===== config.mk =====
export PLATFORM = sky130hd
export DESIGN_NAME = overlay_regs
export DESIGN_NICKNAME = d
export VERILOG_FILES = /design/src/overlay_regs_pkg.sv /design/src/overlay_regs.sv
export SDC_FILE = /design/constraint.sdc
export NUM_CORES = 1
export LEC_CHECK = 0
export ABC_AREA = 1
export BUFFER_PORTS_ARGS = -buffer_cell sky130_fd_sc_hd__buf_2
export CELL_PAD_IN_SITES_DETAIL_PLACEMENT = 1
export CELL_PAD_IN_SITES_GLOBAL_PLACEMENT = 2
export CORE_ASPECT_RATIO = 0.6
export CORE_MARGIN = 5
export CORE_UTILIZATION = 32
export CTS_BUF_LIST = sky130_fd_sc_hd__clkbuf_8
export DETAILED_ROUTE_END_ITERATION = 12
export GPL_ROUTABILITY_DRIVEN = 0
export GPL_TIMING_DRIVEN = 0
export PLACE_DENSITY_LB_ADDON = 0.1
export SETUP_SLACK_MARGIN = 0.2
export SLEW_MARGIN = 20
export SYNTH_ARGS = -nofsm -noshare
export SYNTH_HDL_FRONTEND = slang
export SYNTH_SLANG_ARGS = --single-unit

===== constraint.sdc =====
create_clock -name sys_clk -period 2 [get_ports sys_clk]
set_input_delay 0.6 -clock sys_clk [delete_from_list [all_inputs] [get_ports sys_clk]]
set_output_delay 0.6 -clock sys_clk [all_outputs]
set_load 0.01 [all_outputs]

===== src/overlay_regs_pkg.sv =====
// Constants, field layouts and carrier types for the display overlay register set.
// Functional notes
// Start field 0 means memory size minus 1024; n means memory size minus n*8192.
// In ink or special cursor modes, software keeps the overlay clear of the panel buffer.
// Software may use start field zero for ordinary cursor modes.
// A new start address takes effect only when the next vertical non-display period starts.
// Horizontal sign bit set means negative; software keeps a negative magnitude at most 63.
// Horizontal position is 10 bits: low byte plus two low bits of the next register.
// Vertical sign bit set means negative; software keeps a negative magnitude at most 63.
// Vertical position is 10 bits: low byte plus two low bits of the next register.
// Positions are used only in cursor mode and ignored otherwise.
// Horizontal and low vertical writes wait in shadow until high vertical write and blanking.
// A high vertical write commits at the start of the next vertical non-display period.
// Colour 0 blue is five bits in the low bits of its register.
// Colour 0 green is six bits in the low bits of its register.
// Colour 0 red is five bits in the low bits of its register.
// Colour 1 blue is five bits in the low bits of its read-write register.
// Mode field: 00 inactive, 01 cursor, 10 ink, 11 reserved.
// Software programs both positions to zero while in ink mode.
package overlay_regs_pkg;

	localparam logic [7:0] OFS_MODE       = 8'h80;
	localparam logic [7:0] OFS_START      = 8'h81;
	localparam logic [7:0] OFS_HPOS_LOW   = 8'h82;
	localparam logic [7:0] OFS_HPOS_HIGH  = 8'h83;
	localparam logic [7:0] OFS_VPOS_LOW   = 8'h84;
	localparam logic [7:0] OFS_VPOS_HIGH  = 8'h85;
	localparam logic [7:0] OFS_C0_BLUE    = 8'h86;
	localparam logic [7:0] OFS_C0_GREEN   = 8'h87;
	localparam logic [7:0] OFS_C0_RED     = 8'h88;
	localparam logic [7:0] OFS_STATUS     = 8'h89;
	localparam logic [7:0] OFS_C1_BLUE    = 8'h8A;

	localparam int SIGN_BIT        = 7;
	localparam int POS_HIGH_BITS   = 2;
	localparam int POS_W           = 10;
	localparam int BLUE_W          = 5;
	localparam int GREEN_W         = 6;
	localparam int RED_W           = 5;
	localparam int STAT_POS_PEND   = 0;
	localparam int STAT_START_PEND = 1;

	localparam int ZERO_START_GAP  = 1024;
	localparam int BLOCK_SHIFT     = 13;

	localparam logic [7:0] RESET_BYTE = 8'h00;

	typedef enum logic [1:0] {
		MODE_INACTIVE = 2'b00,
		MODE_CURSOR   = 2'b01,
		MODE_INK      = 2'b10,
		MODE_RESERVED = 2'b11
	} overlay_mode_t;

	typedef struct packed {
		logic             sign;
		logic [POS_W-1:0] mag;
	} cursor_pos_t;

	typedef struct packed {
		logic [BLUE_W-1:0]  blue;
		logic [GREEN_W-1:0] green;
		logic [RED_W-1:0]   red;
	} overlay_color_t;

endpackage : overlay_regs_pkg


===== src/overlay_regs.sv =====
// Overlay cursor/ink register bank with blanking-synchronised shadow commit.
`timescale 1ns/1ps
module overlay_regs
#(
	parameter int ADDR_W = 22
)
(
	// Clock and reset
	input  wire logic                                    sys_clk,
	input  wire logic                                    rst_n,
	// Register port
	input  wire logic [7:0]                              reg_addr,
	input  wire logic [7:0]                              reg_wdata,
	input  wire logic                                    reg_wr,
	input  wire logic                                    reg_rd,
	output logic      [7:0]                              reg_rdata,
	// Display timing and memory
	input  wire logic                                    vert_nondisplay,
	input  wire logic [ADDR_W-1:0]                       mem_size,
	// Overlay outputs
	output overlay_regs_pkg::overlay_mode_t              overlay_mode,
	output logic      [ADDR_W-1:0]                       overlay_start,
	output logic                                         cursor_enable,
	output logic signed [overlay_regs_pkg::POS_W:0]      cursor_x,
	output logic signed [overlay_regs_pkg::POS_W:0]      cursor_y,
	output overlay_regs_pkg::overlay_color_t             color0,
	output logic      [overlay_regs_pkg::BLUE_W-1:0]     color1_blue
);

	// Software-visible register images, plus the previous blanking sample.
	logic [1:0]                               mode_reg;
	logic [7:0]                               start_shadow;
	logic [7:0]                               hpos_low;
	logic [7:0]                               hpos_high;
	logic [7:0]                               vpos_low;
	logic [7:0]                               vpos_high;
	logic [overlay_regs_pkg::BLUE_W-1:0]      c0_blue;
	logic [overlay_regs_pkg::GREEN_W-1:0]     c0_green;
	logic [overlay_regs_pkg::RED_W-1:0]       c0_red;
	logic [overlay_regs_pkg::BLUE_W-1:0]      c1_blue;
	logic                                     pos_pending;
	logic                                     start_pending;
	logic                                     vnd_prev;
	// Values in use by the display.
	logic [7:0]                               start_active;
	overlay_regs_pkg::cursor_pos_t            hpos_active;
	overlay_regs_pkg::cursor_pos_t            vpos_active;

	logic [1:0]                               next_mode_reg;
	logic [7:0]                               next_start_shadow;
	logic [7:0]                               next_hpos_low;
	logic [7:0]                               next_hpos_high;
	logic [7:0]                               next_vpos_low;
	logic [7:0]                               next_vpos_high;
	logic [overlay_regs_pkg::BLUE_W-1:0]      next_c0_blue;
	logic [overlay_regs_pkg::GREEN_W-1:0]     next_c0_green;
	logic [overlay_regs_pkg::RED_W-1:0]       next_c0_red;
	logic [overlay_regs_pkg::BLUE_W-1:0]      next_c1_blue;
	logic                                     next_pos_pending;
	logic                                     next_start_pending;
	logic [7:0]                               next_start_active;
	overlay_regs_pkg::cursor_pos_t            next_hpos_active;
	overlay_regs_pkg::cursor_pos_t            next_vpos_active;
	logic [7:0]                               next_rdata;
	logic [ADDR_W-1:0]                        next_overlay_start;
	logic signed [overlay_regs_pkg::POS_W:0]  next_cursor_x;
	logic signed [overlay_regs_pkg::POS_W:0]  next_cursor_y;
	logic                                     blank_start;
	logic [ADDR_W-1:0]                        start_gap;

	// The blanking input comes from timing logic on this clock, so only its rising edge is needed.
	assign blank_start = vert_nondisplay & ~vnd_prev;

	always_comb
	begin
		next_mode_reg      = mode_reg;
		next_start_shadow  = start_shadow;
		next_hpos_low      = hpos_low;
		next_hpos_high     = hpos_high;
		next_vpos_low      = vpos_low;
		next_vpos_high     = vpos_high;
		next_c0_blue       = c0_blue;
		next_c0_green      = c0_green;
		next_c0_red        = c0_red;
		next_c1_blue       = c1_blue;
		next_pos_pending   = pos_pending;
		next_start_pending = start_pending;
		next_start_active  = start_active;
		next_hpos_active   = hpos_active;
		next_vpos_active   = vpos_active;

		// Commit happens first so that a write in the same cycle leaves its pending flag set.
		if (blank_start && start_pending)
		begin
			next_start_active  = start_shadow;
			next_start_pending = 1'b0;
		end
		if (blank_start && pos_pending)
		begin
			next_hpos_active.sign = hpos_high[overlay_regs_pkg::SIGN_BIT];
			next_hpos_active.mag  = {hpos_high[overlay_regs_pkg::POS_HIGH_BITS-1:0], hpos_low};
			next_vpos_active.sign = vpos_high[overlay_regs_pkg::SIGN_BIT];
			next_vpos_active.mag  = {vpos_high[overlay_regs_pkg::POS_HIGH_BITS-1:0], vpos_low};
			next_pos_pending      = 1'b0;
		end

		if (reg_wr)
		begin
			case (reg_addr)
				overlay_regs_pkg::OFS_MODE:
					next_mode_reg = reg_wdata[1:0];
				overlay_regs_pkg::OFS_START:
				begin
					next_start_shadow  = reg_wdata;
					next_start_pending = 1'b1;
				end
				overlay_regs_pkg::OFS_HPOS_LOW:
					next_hpos_low = reg_wdata;
				overlay_regs_pkg::OFS_HPOS_HIGH:
					next_hpos_high = reg_wdata;
				overlay_regs_pkg::OFS_VPOS_LOW:
					next_vpos_low = reg_wdata;
				overlay_regs_pkg::OFS_VPOS_HIGH:
				begin
					next_vpos_high   = reg_wdata;
					next_pos_pending = 1'b1;
				end
				overlay_regs_pkg::OFS_C0_BLUE:
					next_c0_blue = reg_wdata[overlay_regs_pkg::BLUE_W-1:0];
				overlay_regs_pkg::OFS_C0_GREEN:
					next_c0_green = reg_wdata[overlay_regs_pkg::GREEN_W-1:0];
				overlay_regs_pkg::OFS_C0_RED:
					next_c0_red = reg_wdata[overlay_regs_pkg::RED_W-1:0];
				overlay_regs_pkg::OFS_C1_BLUE:
					next_c1_blue = reg_wdata[overlay_regs_pkg::BLUE_W-1:0];
				default:
					next_mode_reg = mode_reg;
			endcase
		end
	end

	// Readback shows the last values written, not the committed ones; status shows what waits.
	always_comb
	begin
		next_rdata = 8'h00;
		if (reg_rd)
		begin
			case (reg_addr)
				overlay_regs_pkg::OFS_MODE:      next_rdata = {6'h00, mode_reg};
				overlay_regs_pkg::OFS_START:     next_rdata = start_shadow;
				overlay_regs_pkg::OFS_HPOS_LOW:  next_rdata = hpos_low;
				overlay_regs_pkg::OFS_HPOS_HIGH: next_rdata = {hpos_high[7], 5'h00, hpos_high[1:0]};
				overlay_regs_pkg::OFS_VPOS_LOW:  next_rdata = vpos_low;
				overlay_regs_pkg::OFS_VPOS_HIGH: next_rdata = {vpos_high[7], 5'h00, vpos_high[1:0]};
				overlay_regs_pkg::OFS_C0_BLUE:   next_rdata = {3'h0, c0_blue};
				overlay_regs_pkg::OFS_C0_GREEN:  next_rdata = {2'h0, c0_green};
				overlay_regs_pkg::OFS_C0_RED:    next_rdata = {3'h0, c0_red};
				overlay_regs_pkg::OFS_STATUS:    next_rdata = {6'h00, start_pending, pos_pending};
				overlay_regs_pkg::OFS_C1_BLUE:   next_rdata = {3'h0, c1_blue};
				default:                         next_rdata = 8'h00;
			endcase
		end
	end

	// Overlay address and signed positions derived from committed values.
	always_comb
	begin
		if (start_active == 8'h00)
			start_gap = ADDR_W'(overlay_regs_pkg::ZERO_START_GAP);
		else
			start_gap = ADDR_W'(start_active) << overlay_regs_pkg::BLOCK_SHIFT;
		next_overlay_start = mem_size - start_gap;

		next_cursor_x = '0;
		next_cursor_y = '0;
		// Positions only mean something in cursor mode; elsewhere they are forced to zero.
		if (overlay_regs_pkg::overlay_mode_t'(mode_reg) == overlay_regs_pkg::MODE_CURSOR)
		begin
			next_cursor_x = hpos_active.sign ? -$signed({1'b0, hpos_active.mag})
			                                 : $signed({1'b0, hpos_active.mag});
			next_cursor_y = vpos_active.sign ? -$signed({1'b0, vpos_active.mag})
			                                 : $signed({1'b0, vpos_active.mag});
		end
	end

	always_ff @(posedge sys_clk)
	begin
		if (!rst_n)
		begin
			mode_reg      <= 2'h0;
			start_shadow  <= overlay_regs_pkg::RESET_BYTE;
			hpos_low      <= overlay_regs_pkg::RESET_BYTE;
			hpos_high     <= overlay_regs_pkg::RESET_BYTE;
			vpos_low      <= overlay_regs_pkg::RESET_BYTE;
			vpos_high     <= overlay_regs_pkg::RESET_BYTE;
			c0_blue       <= '0;
			c0_green      <= '0;
			c0_red        <= '0;
			c1_blue       <= '0;
			pos_pending   <= 1'b0;
			start_pending <= 1'b0;
			vnd_prev      <= 1'b0;
			start_active  <= overlay_regs_pkg::RESET_BYTE;
			hpos_active   <= '0;
			vpos_active   <= '0;
			reg_rdata     <= 8'h00;
			overlay_start <= '0;
			cursor_x      <= '0;
			cursor_y      <= '0;
		end
		else
		begin
			mode_reg      <= next_mode_reg;
			start_shadow  <= next_start_shadow;
			hpos_low      <= next_hpos_low;
			hpos_high     <= next_hpos_high;
			vpos_low      <= next_vpos_low;
			vpos_high     <= next_vpos_high;
			c0_blue       <= next_c0_blue;
			c0_green      <= next_c0_green;
			c0_red        <= next_c0_red;
			c1_blue       <= next_c1_blue;
			pos_pending   <= next_pos_pending;
			start_pending <= next_start_pending;
			vnd_prev      <= vert_nondisplay;
			start_active  <= next_start_active;
			hpos_active   <= next_hpos_active;
			vpos_active   <= next_vpos_active;
			reg_rdata     <= next_rdata;
			overlay_start <= next_overlay_start;
			cursor_x      <= next_cursor_x;
			cursor_y      <= next_cursor_y;
		end
	end

	assign overlay_mode  = overlay_regs_pkg::overlay_mode_t'(mode_reg);
	assign cursor_enable = (overlay_mode == overlay_regs_pkg::MODE_CURSOR);
	assign color0        = '{blue: c0_blue, green: c0_green, red: c0_red};
	assign color1_blue   = c1_blue;

endmodule : overlay_regs


After elaboration in Yosys (flattened, before gate mapping):

Index checks and enable logic that the tools add are counted.

* word-level logic and storage cells: 68
* memories: 0
* output and inout bits: 76
* bits in latches: 0
* RAM bits: 0
* register bits: 148
* bits in read-only memories: 0

* reduce and logical (&&, ||, !) cells: 17
* equal/unequal tests: 12
* multiply operators: 0
* shift-type cells: 0
* divide/modulo/power cells: 0
* mux-type cells: 10
* bitwise operators: 2
* $lt $le $gt $ge: 0
* add/sub/neg operators: 3

Operators with widths (count)
* $eq 8x8->1 const B: 11
* $pmux 8 s11: 1
* $reduce_and 2->1: 12
* $neg 10->11: 2
* $sub 22x22->22: 1
* $mux 21: 1
* $mux 10: 2
* $logic_not 8->1: 1
* $mux 1: 6
* $reduce_and 3->1: 2
* $eq 2x1->1 const B: 1
* $logic_and 1x1->1: 2
* $and 1x1->1: 1
* $not 1->1: 1

Longest topological paths before layout:

* depth after elaboration: 6
* depth in mapped cells: 12
* mapped depth without buffers: 12

Worst setup path before layout:

OpenSTA, ideal clock, no wires.

* kind: reg2reg
* start: register start_active[3]
* end: register overlay_start[16]
* slack: 0.291 ns
* buffers on the path: 0
* arrival time: 1.639 ns
* required time: 1.930 ns
* clock period less this slack: 1.709 ns
* stages on the path, launching flop included: 12
* setup time: 0.070 ns
* path through: dfxtp_1 -> nor4_1 -> nand3_1 -> nor3_1 -> ha_1 -> ha_1 -> inv_1 -> nand3_1 -> nand2_1 -> a21oi_1 -> o21ai_0 -> a21oi_1

* word-level cells in the longest chain between the ends: 3

RTL lines
* start, declared: line overlay_regs.sv:45 `logic [7:0] start_active;`
* start signal, assigned: line overlay_regs.sv:203 `start_active <= overlay_regs_pkg::RESET_BYTE;`
* start signal, assigned: line overlay_regs.sv:226 `start_active <= next_start_active;`
* $logic_not 8->1: line overlay_regs.sv:168 `if (start_active == 8'h00)`
* $mux 21 (*): line overlay_regs.sv:168
* $sub 22x22->22 (*): line overlay_regs.sv:172 `next_overlay_start = mem_size - start_gap;`
* end signal, assigned: line overlay_regs.sv:230 `overlay_start <= next_overlay_start;`
* end, declared: line overlay_regs.sv:22 `output logic [ADDR_W-1:0] overlay_start,`

Every way passes the cells marked *; elsewhere a longest branch is shown, timed or not.
A chain may end at the register's enable or synchronous reset.

Worst setup path in the final report:

Same ends and word-level chain as after synthesis.

==> impl_summary.log <==
INFO  metric h-tree-depth = 4
INFO  metric rows = 38
INFO  metric share_comb_of_total_power = 0.081
INFO  metric critical_path.n_buffers_inverters = 2
INFO  metric regToRegSetupSlack = 0.008 ns
INFO  metric layout_worst_path_cycle_share = 0.996
INFO  metric grt_first_pass_wirelength = 35.2 mm
INFO  metric timing.critical_path.cells = nor4_2 -> nand3_1 -> nor3_2 -> ha_2 -> ha_4 -> inv_4 -> nand3_2 -> nand2_4 -> a21oi_4 -> buf_4 -> a21oi_2
INFO  metric report.final.hold_viol_count = 0
INFO  metric timing.final.setup_violations = 0
INFO  metric grt_pass1_vias = 6168
INFO  metric reg2reg_from = start_active[3]
INFO  metric syn2layout_area_growth = 25.1%
INFO  metric max_slew.worst_pin.slew = 0.836 ns
INFO  metric tritoncts.num_buffers = 17
INFO  metric hold_buffers = 0
INFO  metric postRouteAntennaNets = 0
INFO  metric finish.utilization = 0.412
INFO  metric worstSetupEndpoint = overlay_start[16]
INFO  metric synth.most_common_cell = dfxtp_1
INFO  metric floorplan_core_area = 18200 µm²
INFO  metric final.hold.worst_slack = 0.328 ns
INFO  metric die_w = 187 µm
INFO  metric largest_driver_fanout_on_the_critical_path = 3
INFO  metric rr_worst_depth = 11
INFO  metric synth.distinct_cells = 31
INFO  metric endpoint_of_the_worst_slack_reg_to_reg_timing_path = overlay_start[16]
INFO  metric area_of_the_multi_input_gates = 2750 µm²
INFO  metric cpMaxStageDelayCell = dfxtp_2
INFO  metric maxCapViolCount = 0
INFO  metric worst_hold_path_type = input port to flop
INFO  metric synth.yosys.warnings = 0
INFO  metric power.leakage = 3.26 nW
INFO  metric number_of_enable_type_register_cells_in_the_synthesized_netlist = 0
INFO  metric slew_violations = 0
INFO  metric dp.final_hpwl = 17.7 mm
INFO  metric design.final.nets = 1012
INFO  metric netlist_area = 5990 µm²
INFO  metric grtUsageMet1 = 0.324
INFO  metric fillCellCount = 2352
INFO  metric synth.ff_latch_count = 138
INFO  metric criticalPathCategory = flop to flop
INFO  metric final-seq-area = 2770 µm²
INFO  metric place.port_buffers = 114
INFO  metric timing.critical_path.arrival = 2.35 ns
INFO  metric dpl_cells = 1170
INFO  metric clk_path_buf_depth = 2
INFO  metric top_level_ports = 119
INFO  metric cts_sinks = 138
INFO  metric yosys.area.top_type = dfxtp_1
INFO  metric seq_area_frac_synth = 0.461
INFO  metric outcome = finished clean
INFO  metric period_minus_slack = 1.99 ns
INFO  metric grt-ovfl-total = 0
INFO  metric clock-skew-final = 0.0144 ns
INFO  metric clkSlewWorstSetupHoldPaths = 0.09 ns
INFO  metric setup_tns = 0 ns
INFO  metric rsz0062_at_grt = true
INFO  metric synth_async_sr_flop_share = 0
INFO  metric hold_start = mem_size[8]
INFO  metric clkLatencyLatePin = 0.46 ns
INFO  metric route.detailed.wl_per_inst = 18.6 µm
INFO  metric power_density = 759 nW/µm²
INFO  metric share_of_cells_above_drive_strength_1 = 0.225
INFO  metric initialDrtViolationCount = 393
INFO  metric detail_route.wirelength = 22.5 mm
INFO  metric antenna_cells = 0
INFO  metric groute.layer.met2.usage = 0.293
INFO  metric vias_per_cell = 5.00
INFO  metric worstSetupStartpoint = start_active[3]
INFO  metric cts.root.buffer_cell = clkbuf_8
INFO  metric final-instance-count-excl-fill = 1209
INFO  metric yosysTopAreaCellShare = 0.461
INFO  metric post_synth.cell_area_avg = 7.34 µm²
INFO  metric dr_total_vias = 6045
INFO  metric most_instantiated_cells_after_synthesis = 138 x dfxtp_1, 126 x nand2_1, 118 x inv_1
INFO  metric crit_path_max_incr_delay = 0.34 ns
INFO  metric power.sequential.fraction = 0.490
INFO  metric synth_area_leaders = dfxtp_1 46%, a21oi_1 9.8%, nand2_1 7.9%
INFO  metric post_synth_inst_count = 816
INFO  metric worst_setup_path_start_kind = flop
INFO  metric die_h = 116 µm
INFO  metric clock.fmax = 502 MHz
INFO  metric p_clk_frac = 0.429
INFO  metric timing.max_slew.rel_slack = 0.443
INFO  metric cp_data_required_time = 2.36 ns
INFO  metric netSwitchingPower = 0.00153 W
INFO  metric peakVddDrop = 359 µV
INFO  metric tritoncts = done
INFO  metric grt_use_met3 = 0.0452
INFO  metric critical_path_cell_count = 11
INFO  metric sw_frac_of_total = 0.269
INFO  metric grt_use_total = 0.209
INFO  metric grt-busiest-layer = met1
INFO  metric grt_antenna_before_repair = 0
INFO  metric drtPass1Iterations = 4
INFO  metric setup.worst_path.end_class = flop
INFO  metric die_area = 21700 µm²
INFO  metric hold_depth = 3
INFO  metric internal_power = 0.00416 W
INFO  metric drc = 0
INFO  metric cp_top_family = simple AND/OR/NAND/NOR gates
INFO  metric floorplan.initialDensity = 0.329
INFO  metric synth_ff_type = dfxtp_1
INFO  metric grt_start_max_net_pins = 17
INFO  metric synth_fp_nets = 871
[worst min path at each step]
stage                     slack [ns]                to
final                           0.33  overlay_start[8]
after CTS                       0.30  overlay_start[2]
after global placement          0.44       cursor_y[4]
after detailed placement        0.44       cursor_x[4]
after global routing            0.31  overlay_start[8]
after floorplan                 0.42       cursor_x[4]
[layout by cell type, fill, tap and decap left out, drive strengths merged]
cell type,Yosys,routed
clkbuf,20,37
ha,12,12
nor3,11,11
clkinv,0,4
a21oi,117,117
nand2,131,131
o21ai,89,89
dfxtp,138,138
nor2,73,73
o21bai,2,2
a31oi,2,2
nand3b,1,1
o22ai,2,2
clkinvlp,0,3
inv,122,126
nand4,10,10
nand3,70,70
buf,12,134
bufinv,0,3
o21a,3,3
nor4,1,1
[per-stage QoR]
| stage | setup slack [ns] | instance area, µm² | power [W] |
|---|---|---|---|
| finish | 0.00785 | 7490 | 0.00569 |
| global route | -0.0944 | 7490 | 0.00589 |
| CTS | -0.0712 | 7410 | 0.00573 |
| detailed placement | -0.352 | 6860 | 0.00327 |
| global placement | -0.227 | 6860 | 0.00325 |
| floorplan | 0.291 | 5990 | 0.00307 |
[cell families after synthesis]
kind of cell             share of synthesized area
flip-flops                                   0.461
buffers and inverters                        0.104
adder cells (fa/ha/maj)                     0.0251
AND/OR/NAND/NOR                              0.227
AO/OA/AOI/OAI                                0.183
[sequential cells by signal, summed over array words and instances (netlist names)]
name,cells
start_pending,1
color1_blue,5
hpos_high,3
hpos_active,11
vpos_active,11
vpos_low,8
start_active,8
overlay_mode,2
overlay_start,22
pos_pending,1
vpos_high,3
cursor_x,11
c0_blue,5
reg_rdata,8
hpos_low,8
vnd_prev,1
c0_red,5
c0_green,6
cursor_y,11
start_shadow,8
[power by group through the flow]
stage,clock network [W],registers (W),logic [W]
after floorplan,0,0.00287,0.000204
after global placement,0,0.00285,0.000398
after detailed placement,0,0.00285,0.000413
after CTS,0.00250,0.00279,0.000442
after global routing,0.00260,0.00279,0.000502
final,0.00244,0.00279,0.000463
[layout make-up]
type | count | share of cell area
buffer | 32 | 0.0220
timing repair buffer | 122 | 0.0856
inverter | 122 | 0.0618
clock buffer | 17 | 0.0312
multi-input combinational | 524 | 0.367
tap | 240 | 0.0401
sequential | 138 | 0.369
clock inverter | 14 | 0.0230
[per-layer routing]
metal	share of wire	vias up	wire length, µm
li1	-	2946	-
met1	0.54	2947	12300
met2	0.39	131	8870
met3	0.051	21	1150
met4	0.011	0	246
met5	0	-	0
[what timing repair did]
action / CTS / global route
setup endpoints to repair: 10 / 11
buffers inserted: 4 / 4
resized for setup: 31 / 16
endpoints found under the hold margin: 0 / 0
pin swaps: 8 / 17
[worst register-to-register path, stage by stage, from the launching register on]
cell	delay (ns)
dfxtp_2	0.34
nor4_2	0.28
nand3_1	0.13
nor3_2	0.17
ha_2	0.25
ha_4	0.15
inv_4	0.04
nand3_2	0.09
nand2_4	0.10
a21oi_4	0.18
buf_4	0.14
a21oi_2	0.05
Power figures use the tool's default switching activity.
